$ cat config.mk
export PLATFORM = sky130hd
export DESIGN_NAME = slmc_top
export DESIGN_NICKNAME = d
export VERILOG_FILES = /design/src/rtl/slmc_pkg.sv /design/src/rtl/slmc_unit_if.sv /design/src/rtl/slmc_top.sv /design/src/rtl/slmc_unit_state.sv
export SDC_FILE = /design/constraint.sdc
export NUM_CORES = 1
export LEC_CHECK = 0
export BUFFER_PORTS_ARGS = -buffer_cell sky130_fd_sc_hd__buf_4
export CAP_MARGIN = 20
export CORE_ASPECT_RATIO = 1.1
export CORE_MARGIN = 2
export CORE_UTILIZATION = 45
export CTS_BUF_LIST = sky130_fd_sc_hd__clkbuf_16
export DETAILED_ROUTE_END_ITERATION = 6
export GPL_ROUTABILITY_DRIVEN = 0
export PLACE_DENSITY = 0.78
export SYNTH_ARGS = -nofsm -noshare
export SYNTH_HDL_FRONTEND = slang
export SYNTH_HIERARCHICAL = 1
export SYNTH_SLANG_ARGS = --single-unit
$ cat constraint.sdc
create_clock -name mclk -period 4.5 [get_ports mclk]
set_clock_uncertainty 0.05 [all_clocks]
set_input_delay 0.45 -clock mclk [delete_from_list [all_inputs] [get_ports mclk]]
set_output_delay 0.45 -clock mclk [all_outputs]
set_load 0.005 [all_outputs]
$ cat src/rtl/slmc_pkg.sv
package slmc_pkg;

	// Clock and timing figures.
	localparam int CLK_NS          = 25;
	localparam int FAST_SETTLE_NS  = 2000;
	localparam int FAST_SETTLE_CYC = (FAST_SETTLE_NS + CLK_NS - 1) / CLK_NS;
	localparam int SLOW_SETTLE_US  = 150;
	localparam int SLOW_SETTLE_CYC = (SLOW_SETTLE_US * 1000 + CLK_NS - 1) / CLK_NS;
	localparam int WAKE_SLOW_US    = 150;
	localparam int WAKE_SLOW_CYC   = (WAKE_SLOW_US * 1000 + CLK_NS - 1) / CLK_NS;
	localparam int WAKE_FAST_NS    = 5000;
	localparam int WAKE_FAST_CYC   = (WAKE_FAST_NS + CLK_NS - 1) / CLK_NS;
	localparam int RISK_WIN_NS     = 1000;
	localparam int RISK_WIN_CYC    = RISK_WIN_NS / CLK_NS;

	// Bus and counter widths.
	localparam int AW = 8;
	localparam int DW = 32;
	localparam int CW = 16;

	// Register offsets.
	localparam logic [7:0] OFF_LOW_CTRL  = 8'h00;
	localparam logic [7:0] OFF_HIGH_CTRL = 8'h04;
	localparam logic [7:0] OFF_STATUS    = 8'h08;
	localparam logic [7:0] OFF_MASK      = 8'h0c;
	localparam logic [7:0] OFF_PWR_FLAG  = 8'h10;

	// Control register fields, same layout on both sides.
	localparam int CTL_W       = 6;
	localparam int B_SUP_EN    = 0;
	localparam int B_SUP_KEEP  = 1;
	localparam int B_SUP_FP    = 2;
	localparam int B_MON_EN    = 3;
	localparam int B_MON_FP    = 4;
	localparam int B_AUTO      = 5;
	localparam logic [5:0] CTRL_RST = 6'h00;

	// Status and mask fields.
	localparam int EV_W            = 5;
	localparam int EV_LOW_SETTLED  = 0;
	localparam int EV_HIGH_SETTLED = 1;
	localparam int EV_WAKE_DONE    = 2;
	localparam int EV_WAKE_LOST    = 3;
	localparam int EV_ENTRY_BLOCK  = 4;
	localparam logic [4:0] EV_RST  = 5'h00;

	// Power flag readback fields.
	localparam int PF_LOW_SETTLE  = 0;
	localparam int PF_HIGH_SETTLE = 1;
	localparam int PF_RISK        = 2;
	localparam int PF_SLOW        = 3;
	localparam int PF_FSM         = 4;
	localparam int PF_UNITS       = 6;

	typedef enum logic [1:0] {
		UNIT_OFF    = 2'b00,
		UNIT_NORMAL = 2'b01,
		UNIT_FULL   = 2'b10
	} slmc_unit_t;

	typedef enum logic [1:0] {
		ST_RUN  = 2'b00,
		ST_DEEP = 2'b01,
		ST_WAKE = 2'b10,
		ST_HUNG = 2'b11
	} slmc_state_t;

endpackage : slmc_pkg

$ cat src/rtl/slmc_unit_if.sv
`timescale 1ns/1ps
interface slmc_unit_if;
	import slmc_pkg::*;
	logic       enable;
	logic       full_perf;
	logic       lpm_keep;
	logic       auto_ctrl;
	logic       deep;
	slmc_unit_t state;
	modport dec (input enable, input full_perf, input lpm_keep, input auto_ctrl,
		input deep, output state);
	modport ctl (output enable, output full_perf, output lpm_keep, output auto_ctrl,
		output deep, input state);
endinterface : slmc_unit_if

$ cat src/rtl/slmc_top.sv
// Local design decisions: the address-and-strobe port and the register addresses.
`timescale 1ns/1ps
// Notes on behaviour
// - Low side wakes fast when its units are off or in full performance, slow when normal.
// - A low-side supervisor in normal performance stretches deep-mode wake-up to ~150 us.
// - In deep modes a low supervisor keeps state if manual and keep set, else auto-normal or off.
// - In deep modes a low monitor keeps state if manual, else full drops to normal, normal off.
// - The high supervisor follows the same state scheme as the low supervisor.
// - The high monitor follows the same state scheme as the low monitor.
// - Risk is 1 for fast low side with a non-full high supervisor, keep clear or auto.
// - Risk is 1 for fast low side with a non-full high monitor under high auto control.
// - Risk is 0 for every other combination of control bits.
// - In a risky setup a wake event within 1 us of deep entry hangs until reset.
module slmc_top
	import slmc_pkg::*;
#(
	parameter int SETTLE_SLOW_CYC = SLOW_SETTLE_CYC,
	parameter int WAKE_SLOW_CYCLES = WAKE_SLOW_CYC
) (
	input  wire logic          mclk,
	input  wire logic          arst_n,
	input  wire logic [AW-1:0] reg_addr,
	input  wire logic [DW-1:0] reg_wdata,
	input  wire logic          reg_wr,
	input  wire logic          reg_rd,
	output logic      [DW-1:0] reg_rdata,
	input  wire logic          deep_req,
	input  wire logic          wake_evt,
	output logic               deep_active,
	output logic               waking,
	output logic               entry_ok,
	output logic               wake_slow,
	output logic               wake_risk,
	output logic               hung,
	output slmc_unit_t         low_sup_state,
	output slmc_unit_t         low_mon_state,
	output slmc_unit_t         high_sup_state,
	output slmc_unit_t         high_mon_state,
	output logic               irq
);

	logic [CTL_W-1:0] low_q;
	logic [CTL_W-1:0] high_q;
	logic [EV_W-1:0]  mask_q;
	logic [EV_W-1:0]  stat_q;
	logic [EV_W-1:0]  stat_d;
	logic [EV_W-1:0]  ev;
	logic [CW-1:0]    low_cnt_q;
	logic [CW-1:0]    high_cnt_q;
	logic [CW-1:0]    cnt_q;
	logic [CW-1:0]    cnt_d;
	logic [DW-1:0]    rdata_q;
	slmc_state_t      st_q;
	slmc_state_t      st_d;

	wire wr_low  = reg_wr && (reg_addr == OFF_LOW_CTRL);
	wire wr_high = reg_wr && (reg_addr == OFF_HIGH_CTRL);
	wire wr_stat = reg_wr && (reg_addr == OFF_STATUS);
	wire wr_mask = reg_wr && (reg_addr == OFF_MASK);

	wire lse   = low_q[B_SUP_EN];
	wire lfp   = low_q[B_SUP_FP];
	wire lme   = low_q[B_MON_EN];
	wire lmfp  = low_q[B_MON_FP];
	wire hse   = high_q[B_SUP_EN];
	wire hkeep = high_q[B_SUP_KEEP];
	wire hfp   = high_q[B_SUP_FP];
	wire hme   = high_q[B_MON_EN];
	wire hmfp  = high_q[B_MON_FP];
	wire hauto = high_q[B_AUTO];

	wire low_settling  = (low_cnt_q != '0);
	wire high_settling = (high_cnt_q != '0);

	// Low side counts as fast unless both units sit in normal performance.
	wire low_fast = !lse || (lse && lfp) || !lme || (lme && lmfp);
	wire sup_hit  = hse && !hfp && (!hkeep || (hkeep && hauto));
	wire mon_hit  = hme && !hmfp && hauto;
	assign wake_risk = low_fast && (sup_hit || mon_hit);

	// Either low unit in normal performance forces the slow wake-up.
	assign wake_slow = (lse && !lfp) || (lme && !lmfp);

	assign entry_ok    = !low_settling && !high_settling;
	assign deep_active = (st_q == ST_DEEP);
	assign waking      = (st_q == ST_WAKE);
	assign hung        = (st_q == ST_HUNG);

	// Unit state decoders.
	slmc_unit_if ls_if ();
	slmc_unit_if lm_if ();
	slmc_unit_if hs_if ();
	slmc_unit_if hm_if ();

	assign ls_if.enable    = lse;
	assign ls_if.full_perf = lfp;
	assign ls_if.lpm_keep  = low_q[B_SUP_KEEP];
	assign ls_if.auto_ctrl = low_q[B_AUTO];
	assign ls_if.deep      = deep_active;
	assign lm_if.enable    = lme;
	assign lm_if.full_perf = lmfp;
	assign lm_if.lpm_keep  = 1'b1;
	assign lm_if.auto_ctrl = low_q[B_AUTO];
	assign lm_if.deep      = deep_active;
	assign hs_if.enable    = hse;
	assign hs_if.full_perf = hfp;
	assign hs_if.lpm_keep  = hkeep;
	assign hs_if.auto_ctrl = hauto;
	assign hs_if.deep      = deep_active;
	assign hm_if.enable    = hme;
	assign hm_if.full_perf = hmfp;
	assign hm_if.lpm_keep  = 1'b1;
	assign hm_if.auto_ctrl = hauto;
	assign hm_if.deep      = deep_active;

	slmc_unit_state u_low_sup (.u(ls_if.dec));
	slmc_unit_state u_low_mon (.u(lm_if.dec));
	slmc_unit_state u_high_sup (.u(hs_if.dec));
	slmc_unit_state u_high_mon (.u(hm_if.dec));

	assign low_sup_state  = ls_if.state;
	assign low_mon_state  = lm_if.state;
	assign high_sup_state = hs_if.state;
	assign high_mon_state = hm_if.state;

	// Control registers.
	always_ff @(posedge mclk or negedge arst_n) begin
		if (!arst_n) begin
			low_q  <= CTRL_RST;
			high_q <= CTRL_RST;
			mask_q <= EV_RST;
		end else begin
			if (wr_low)
				low_q <= reg_wdata[CTL_W-1:0];
			if (wr_high)
				high_q <= reg_wdata[CTL_W-1:0];
			if (wr_mask)
				mask_q <= reg_wdata[EV_W-1:0];
		end
	end

	// Settle delay follows each control write; a supervisor full performance bit settles fast.
	wire [CW-1:0] low_load  = reg_wdata[B_SUP_FP] ? CW'(FAST_SETTLE_CYC) : CW'(SETTLE_SLOW_CYC);
	wire [CW-1:0] high_load = reg_wdata[B_SUP_FP] ? CW'(FAST_SETTLE_CYC) : CW'(SETTLE_SLOW_CYC);

	always_ff @(posedge mclk or negedge arst_n) begin
		if (!arst_n) begin
			low_cnt_q  <= '0;
			high_cnt_q <= '0;
		end else begin
			if (wr_low)
				low_cnt_q <= low_load;
			else if (low_settling)
				low_cnt_q <= low_cnt_q - CW'(1);
			if (wr_high)
				high_cnt_q <= high_load;
			else if (high_settling)
				high_cnt_q <= high_cnt_q - CW'(1);
		end
	end

	// Power state sequencer.
	always_comb begin
		st_d  = st_q;
		cnt_d = (cnt_q != '0) ? cnt_q - CW'(1) : cnt_q;
		unique case (st_q)
			ST_RUN: begin
				if (deep_req && entry_ok) begin
					st_d  = ST_DEEP;
					cnt_d = CW'(RISK_WIN_CYC);
				end
			end
			ST_DEEP: begin
				if (wake_evt && wake_risk && (cnt_q != '0)) begin
					st_d = ST_HUNG;
				end else if (wake_evt) begin
					st_d  = ST_WAKE;
					cnt_d = wake_slow ? CW'(WAKE_SLOW_CYCLES) : CW'(WAKE_FAST_CYC);
				end
			end
			ST_WAKE: begin
				if (cnt_q == CW'(1))
					st_d = ST_RUN;
			end
			ST_HUNG: begin
				st_d = ST_HUNG;
			end
		endcase
	end

	always_ff @(posedge mclk or negedge arst_n) begin
		if (!arst_n) begin
			st_q  <= ST_RUN;
			cnt_q <= '0;
		end else begin
			st_q  <= st_d;
			cnt_q <= cnt_d;
		end
	end

	// Events, sticky status and interrupt; a new event beats a same-cycle clear.
	assign ev[EV_LOW_SETTLED]  = (low_cnt_q == CW'(1)) && !wr_low;
	assign ev[EV_HIGH_SETTLED] = (high_cnt_q == CW'(1)) && !wr_high;
	assign ev[EV_WAKE_DONE]    = (st_q == ST_WAKE) && (st_d == ST_RUN);
	assign ev[EV_WAKE_LOST]    = (st_q == ST_DEEP) && (st_d == ST_HUNG);
	assign ev[EV_ENTRY_BLOCK]  = (st_q == ST_RUN) && deep_req && !entry_ok;
	assign stat_d = (stat_q & ~(wr_stat ? reg_wdata[EV_W-1:0] : EV_RST)) | ev;
	assign irq    = |(stat_q & mask_q);

	always_ff @(posedge mclk or negedge arst_n) begin
		if (!arst_n)
			stat_q <= EV_RST;
		else
			stat_q <= stat_d;
	end

	// Read path; data stands only in the cycle after the strobe.
	wire [DW-1:0] pf_word = {{(DW-14){1'b0}}, high_mon_state, high_sup_state,
		low_mon_state, low_sup_state, st_q, wake_slow, wake_risk,
		high_settling, low_settling};
	wire [DW-1:0] rd_mux =
		(reg_addr == OFF_LOW_CTRL)  ? {{(DW-CTL_W){1'b0}}, low_q}  :
		(reg_addr == OFF_HIGH_CTRL) ? {{(DW-CTL_W){1'b0}}, high_q} :
		(reg_addr == OFF_STATUS)    ? {{(DW-EV_W){1'b0}}, stat_q}  :
		(reg_addr == OFF_MASK)      ? {{(DW-EV_W){1'b0}}, mask_q}  :
		(reg_addr == OFF_PWR_FLAG)  ? pf_word : '0;

	always_ff @(posedge mclk or negedge arst_n) begin
		if (!arst_n)
			rdata_q <= '0;
		else
			rdata_q <= reg_rd ? rd_mux : '0;
	end
	assign reg_rdata = rdata_q;
endmodule : slmc_top

$ cat src/rtl/slmc_unit_state.sv
`timescale 1ns/1ps
module slmc_unit_state
	import slmc_pkg::*;
(
	slmc_unit_if.dec u
);
	slmc_unit_t act_state;
	slmc_unit_t lpm_manual;
	slmc_unit_t lpm_auto;

	// A monitor is a supervisor whose keep bit is tied high.
	assign act_state  = u.full_perf ? UNIT_FULL : UNIT_NORMAL;
	assign lpm_manual = u.lpm_keep ? act_state : UNIT_OFF;
	assign lpm_auto   = (u.lpm_keep && u.full_perf) ? UNIT_NORMAL : UNIT_OFF;
	assign u.state    = !u.enable ? UNIT_OFF :
		!u.deep ? act_state :
		u.auto_ctrl ? lpm_auto : lpm_manual;

endmodule : slmc_unit_state

==> summary.md <==
| Metric | Value |
|---|---|
| Detail-routed via count per cell | 5.46 |
| Clock period minus worst slack | 3350 ps |
| Count of buffers from port buffering | 48 |
| Transition time at the pin with the least slew margin | 904 ps |
| Number of distinct library cells after synthesis | 56 |
| Die X-Extent | 101 um |
| Avg Cell Area, Syn | 9.64 sq um |
| Sinks on Clock Net | 86 |
| Flip-flop cell with the highest count after synthesis | sky130_fd_sc_hd__dfrtp_1 |
| Deepest level of the CTS H-tree | 3 |
| Number of inserted filler cells in the final layout | 891 |
| Crit path kind | reg -> out |
| Synth warn | 6 |
| Post-synthesis cell area | 0.00469 sq mm |
| Net count of the finished layout | 591 |
| Leak pwr | 0.00240 uW |
| Fin cells | 686 |
| Number of instances in the synthesized netlist | 487 |
| Fraction of layout instances using a drive strength above 1 | 0.160 |
| Largest driver fanout on the critical path | 9 |
| Wire length of the first global-routing pass | 17.0 mm |
| Data arrival, critical path | 2850 ps |
| Aggregate negative setup slack | 0 ps |
| Antenna violations before repair | 0 |
| Final Total Pwr | 1980 uW |
| Proportion of register bits with asynchronous set or reset after synthesis | 1.00 |
| Final hold violation count | 0 |
| Number of DRC markers after the initial detailed-route iteration | 196 |
| Number of synthesized register bits | 86 |
| Peak supply drop | 0.185 mV |
| Required time worst endpoint | 4000 ps |
| Number of antenna diodes | 0 |
| Routed length per placed instance | 14.9 um |
| Core Box Area | 0.0103 sq mm |
| Max-slew violation count | 0 |
| Post-CTS Setup Bufs | 0 |
| HPWL Detailed | 7.25 mm |
| Die area | 0.0113 sq mm |
| Layout overhead on the synthesized area | 15.7% |
| Highest-count cells in the layout ignoring fill and taps | sky130_fd_sc_hd__dfrtp_1 (86), sky130_fd_sc_hd__nor2_1 (56), sky130_fd_sc_hd__buf_4 (51) |
| Slew margin rel. | 0.392 |
| Initial Util | 0.456 |
| Clock input transition at the sequential cells of the worst setup and hold paths | 60 ps |
| Leading cell type in the layout, fill and taps excluded | sky130_fd_sc_hd__dfrtp_1 |
| Antenna Nets Post-Route | 0 |
| Maximum buffer depth of the clock tree | 2 |
| Largest net degree at the start of global routing | 87 |
| Iteration count of the initial detailed-routing pass | 5 |
| Root Buffer | sky130_fd_sc_hd__clkbuf_16 |
| Via count of the first global-routing pass | 3596 |
| Setup Viol. Count Final | 0 |
| RSZ-0062 raised after global routing | false |
| Placed insts | 668 |
| Post_cts resized | 0 |
| Global routing usage summed across all routing layers | 0.188 |
| Routed wire length | 10.2 mm |
| Depth of the worst register-to-register path | 6 |
| Worst setup EP type | primary output |
| Total I/O pin count | 93 |
| DRC viols | 0 |
| Clock latency on the worst-skew pair | 340 ps |
| Total overflow reported by the global router | 0 |
| Die Span Y | 111 um |
| Result of the run | finished, final reports clean |
| CTS tree | done |
| Count of maximum capacitance violations | 0 |
| PwrDens | 364 mW/mm^2 |
| Number of buffers created by CTS | 9 |
| Share of the clock period used by the worst path | 0.745 |
| Hold crit path type | in -> async |
| Launching element type of the critical path | flop |
| Row Count | 39 |
| Hold_buf cts | 0 |
| Count of vias placed by the detailed router | 3748 |
| Number of enable-type register cells in the synthesized netlist | 0 |
| Sequential share of the synthesized area | 0.459 |
| F_max | 0.298 GHz |
==> per-layer routing <==
metal	track usage	up-vias	part of all wire
met1	0.245	1839	0.44
met2	0.306	106	0.49
met3	0.0416	17	0.048
li1	-	1786	-
met5	0	-	0
met4	0.0676	0	0.021
==> stage by stage <==
step | worst slack [ps] | util | area (sq um) | hold WS [ps]
after floorplan | 1900 | - | 4770 | 104
after global placement | 1460 | 0.496 | 5110 | 455
after detailed placement | 1440 | 0.496 | 5110 | 457
after CTS | 1170 | 0.524 | 5390 | 290
after global routing | 805 | 0.527 | 5430 | 58.7
final | 1150 | 0.527 | 5430 | 22.5
==> worst max-delay path: stages, from the launching register on <==
cell and delay [ps]:
sky130_fd_sc_hd__dfrtp_1 410, sky130_fd_sc_hd__nor4_1 800, sky130_fd_sc_hd__nand4_1 540, sky130_fd_sc_hd__buf_4 350
sky130_fd_sc_hd__nor2_1 240, sky130_fd_sc_hd__buf_4 170
==> logic make-up (layout without fill, tap and decap cells) <==
group | Yosys count | in the layout | share of synthesized area
AOI/OAI and AO/OA | 70 | 70 | 0.0949
xor gates and xnor gates | 35 | 35 | 0.0653
other | 2 | 22 | 0.00160
buffers and inverters | 44 | 80 | 0.0546
muxes | 20 | 20 | 0.0456
adders and majority gates | 7 | 7 | 0.0187
DFF | 86 | 86 | 0.459
and+or+nand+nor | 223 | 223 | 0.261
==> area by class of cell <==
class                   instances  area [sq um]  area share
multi-input cells             377          2360       0.435
flip-flops and latches         86          2150       0.396
repair buffers                 52           410      0.0756
clock buffers                   9           225      0.0415
well taps                     143           179      0.0330
clock inverters                 7          57.6      0.0106
inverters                      12          45.0     0.00830
==> synth_stat cells, types with 3 or more instances <==
cell type                  count  area share
sky130_fd_sc_hd__a211oi_1      8       0.013
sky130_fd_sc_hd__a21o_1        3      0.0048
sky130_fd_sc_hd__a21oi_1      24       0.026
sky130_fd_sc_hd__a31oi_1       6      0.0080
sky130_fd_sc_hd__and2_1       11       0.015
sky130_fd_sc_hd__and4_1        5      0.0093
sky130_fd_sc_hd__buf_4        18       0.029
sky130_fd_sc_hd__buf_6         3      0.0072
sky130_fd_sc_hd__clkbuf_1      9      0.0072
sky130_fd_sc_hd__dfrtp_1      86        0.46
sky130_fd_sc_hd__ha_1          7       0.019
sky130_fd_sc_hd__inv_1        12      0.0096
sky130_fd_sc_hd__mux2_2       11       0.026
sky130_fd_sc_hd__mux2i_1       9       0.019
sky130_fd_sc_hd__nand2_1      44       0.035
sky130_fd_sc_hd__nand2b_1      3      0.0040
sky130_fd_sc_hd__nand2b_4      4       0.012
sky130_fd_sc_hd__nand3_1      16       0.017
sky130_fd_sc_hd__nand3b_1      5      0.0080
sky130_fd_sc_hd__nand4_1       7      0.0093
sky130_fd_sc_hd__nand4b_1      6       0.011
sky130_fd_sc_hd__nor2_1       56       0.045
sky130_fd_sc_hd__nor2b_1       6      0.0080
sky130_fd_sc_hd__nor3_1       18       0.019
sky130_fd_sc_hd__nor3b_1       4      0.0064
sky130_fd_sc_hd__nor4_1       12       0.016
sky130_fd_sc_hd__o21a_1        4      0.0064
sky130_fd_sc_hd__o21ai_0      10       0.011
sky130_fd_sc_hd__or3_1         4      0.0053
sky130_fd_sc_hd__or4_1         9       0.014
sky130_fd_sc_hd__xnor2_1      11       0.021
sky130_fd_sc_hd__xor2_1       24       0.045
==> report_power, final <==
part           total, uW  switching, uW  leakage (uW)  internal [uW]
sequential           948           89.8       0.00104            859
clock                712            291      0.000145            421
combinational        318            178       0.00121            140
total               1980            559       0.00240           1420
==> worst paths after layout <==
path	start	end	slack (ps)
setup / recovery	high_cnt_q[2]$_DFFE_PN0P_	entry_ok	1150
hold / removal	arst_n	cnt_q[2]$_DFF_PN0_	20
setup reg to reg	high_cnt_q[2]$_DFFE_PN0P_	cnt_q[10]$_DFF_PN0_	1460
hold reg to reg	stat_q[1]$_DFF_PN0_	stat_q[1]$_DFF_PN0_	480
max in group asynchronous	arst_n	low_cnt_q[0]$_DFFE_PN0P_	3770
min in group mclk	reg_wdata[5]	low_q[5]$_DFFE_PN0P_	300
==> registers in the layout (all words and copies together), names as in the netlist <==
name and flops:
cnt_q 16, high_cnt_q 16, high_q 6, low_cnt_q 16
low_q 6, mask_q 5, reg_rdata 14, st_q 2
stat_q 5
Power figures use the tool's default switching activity.
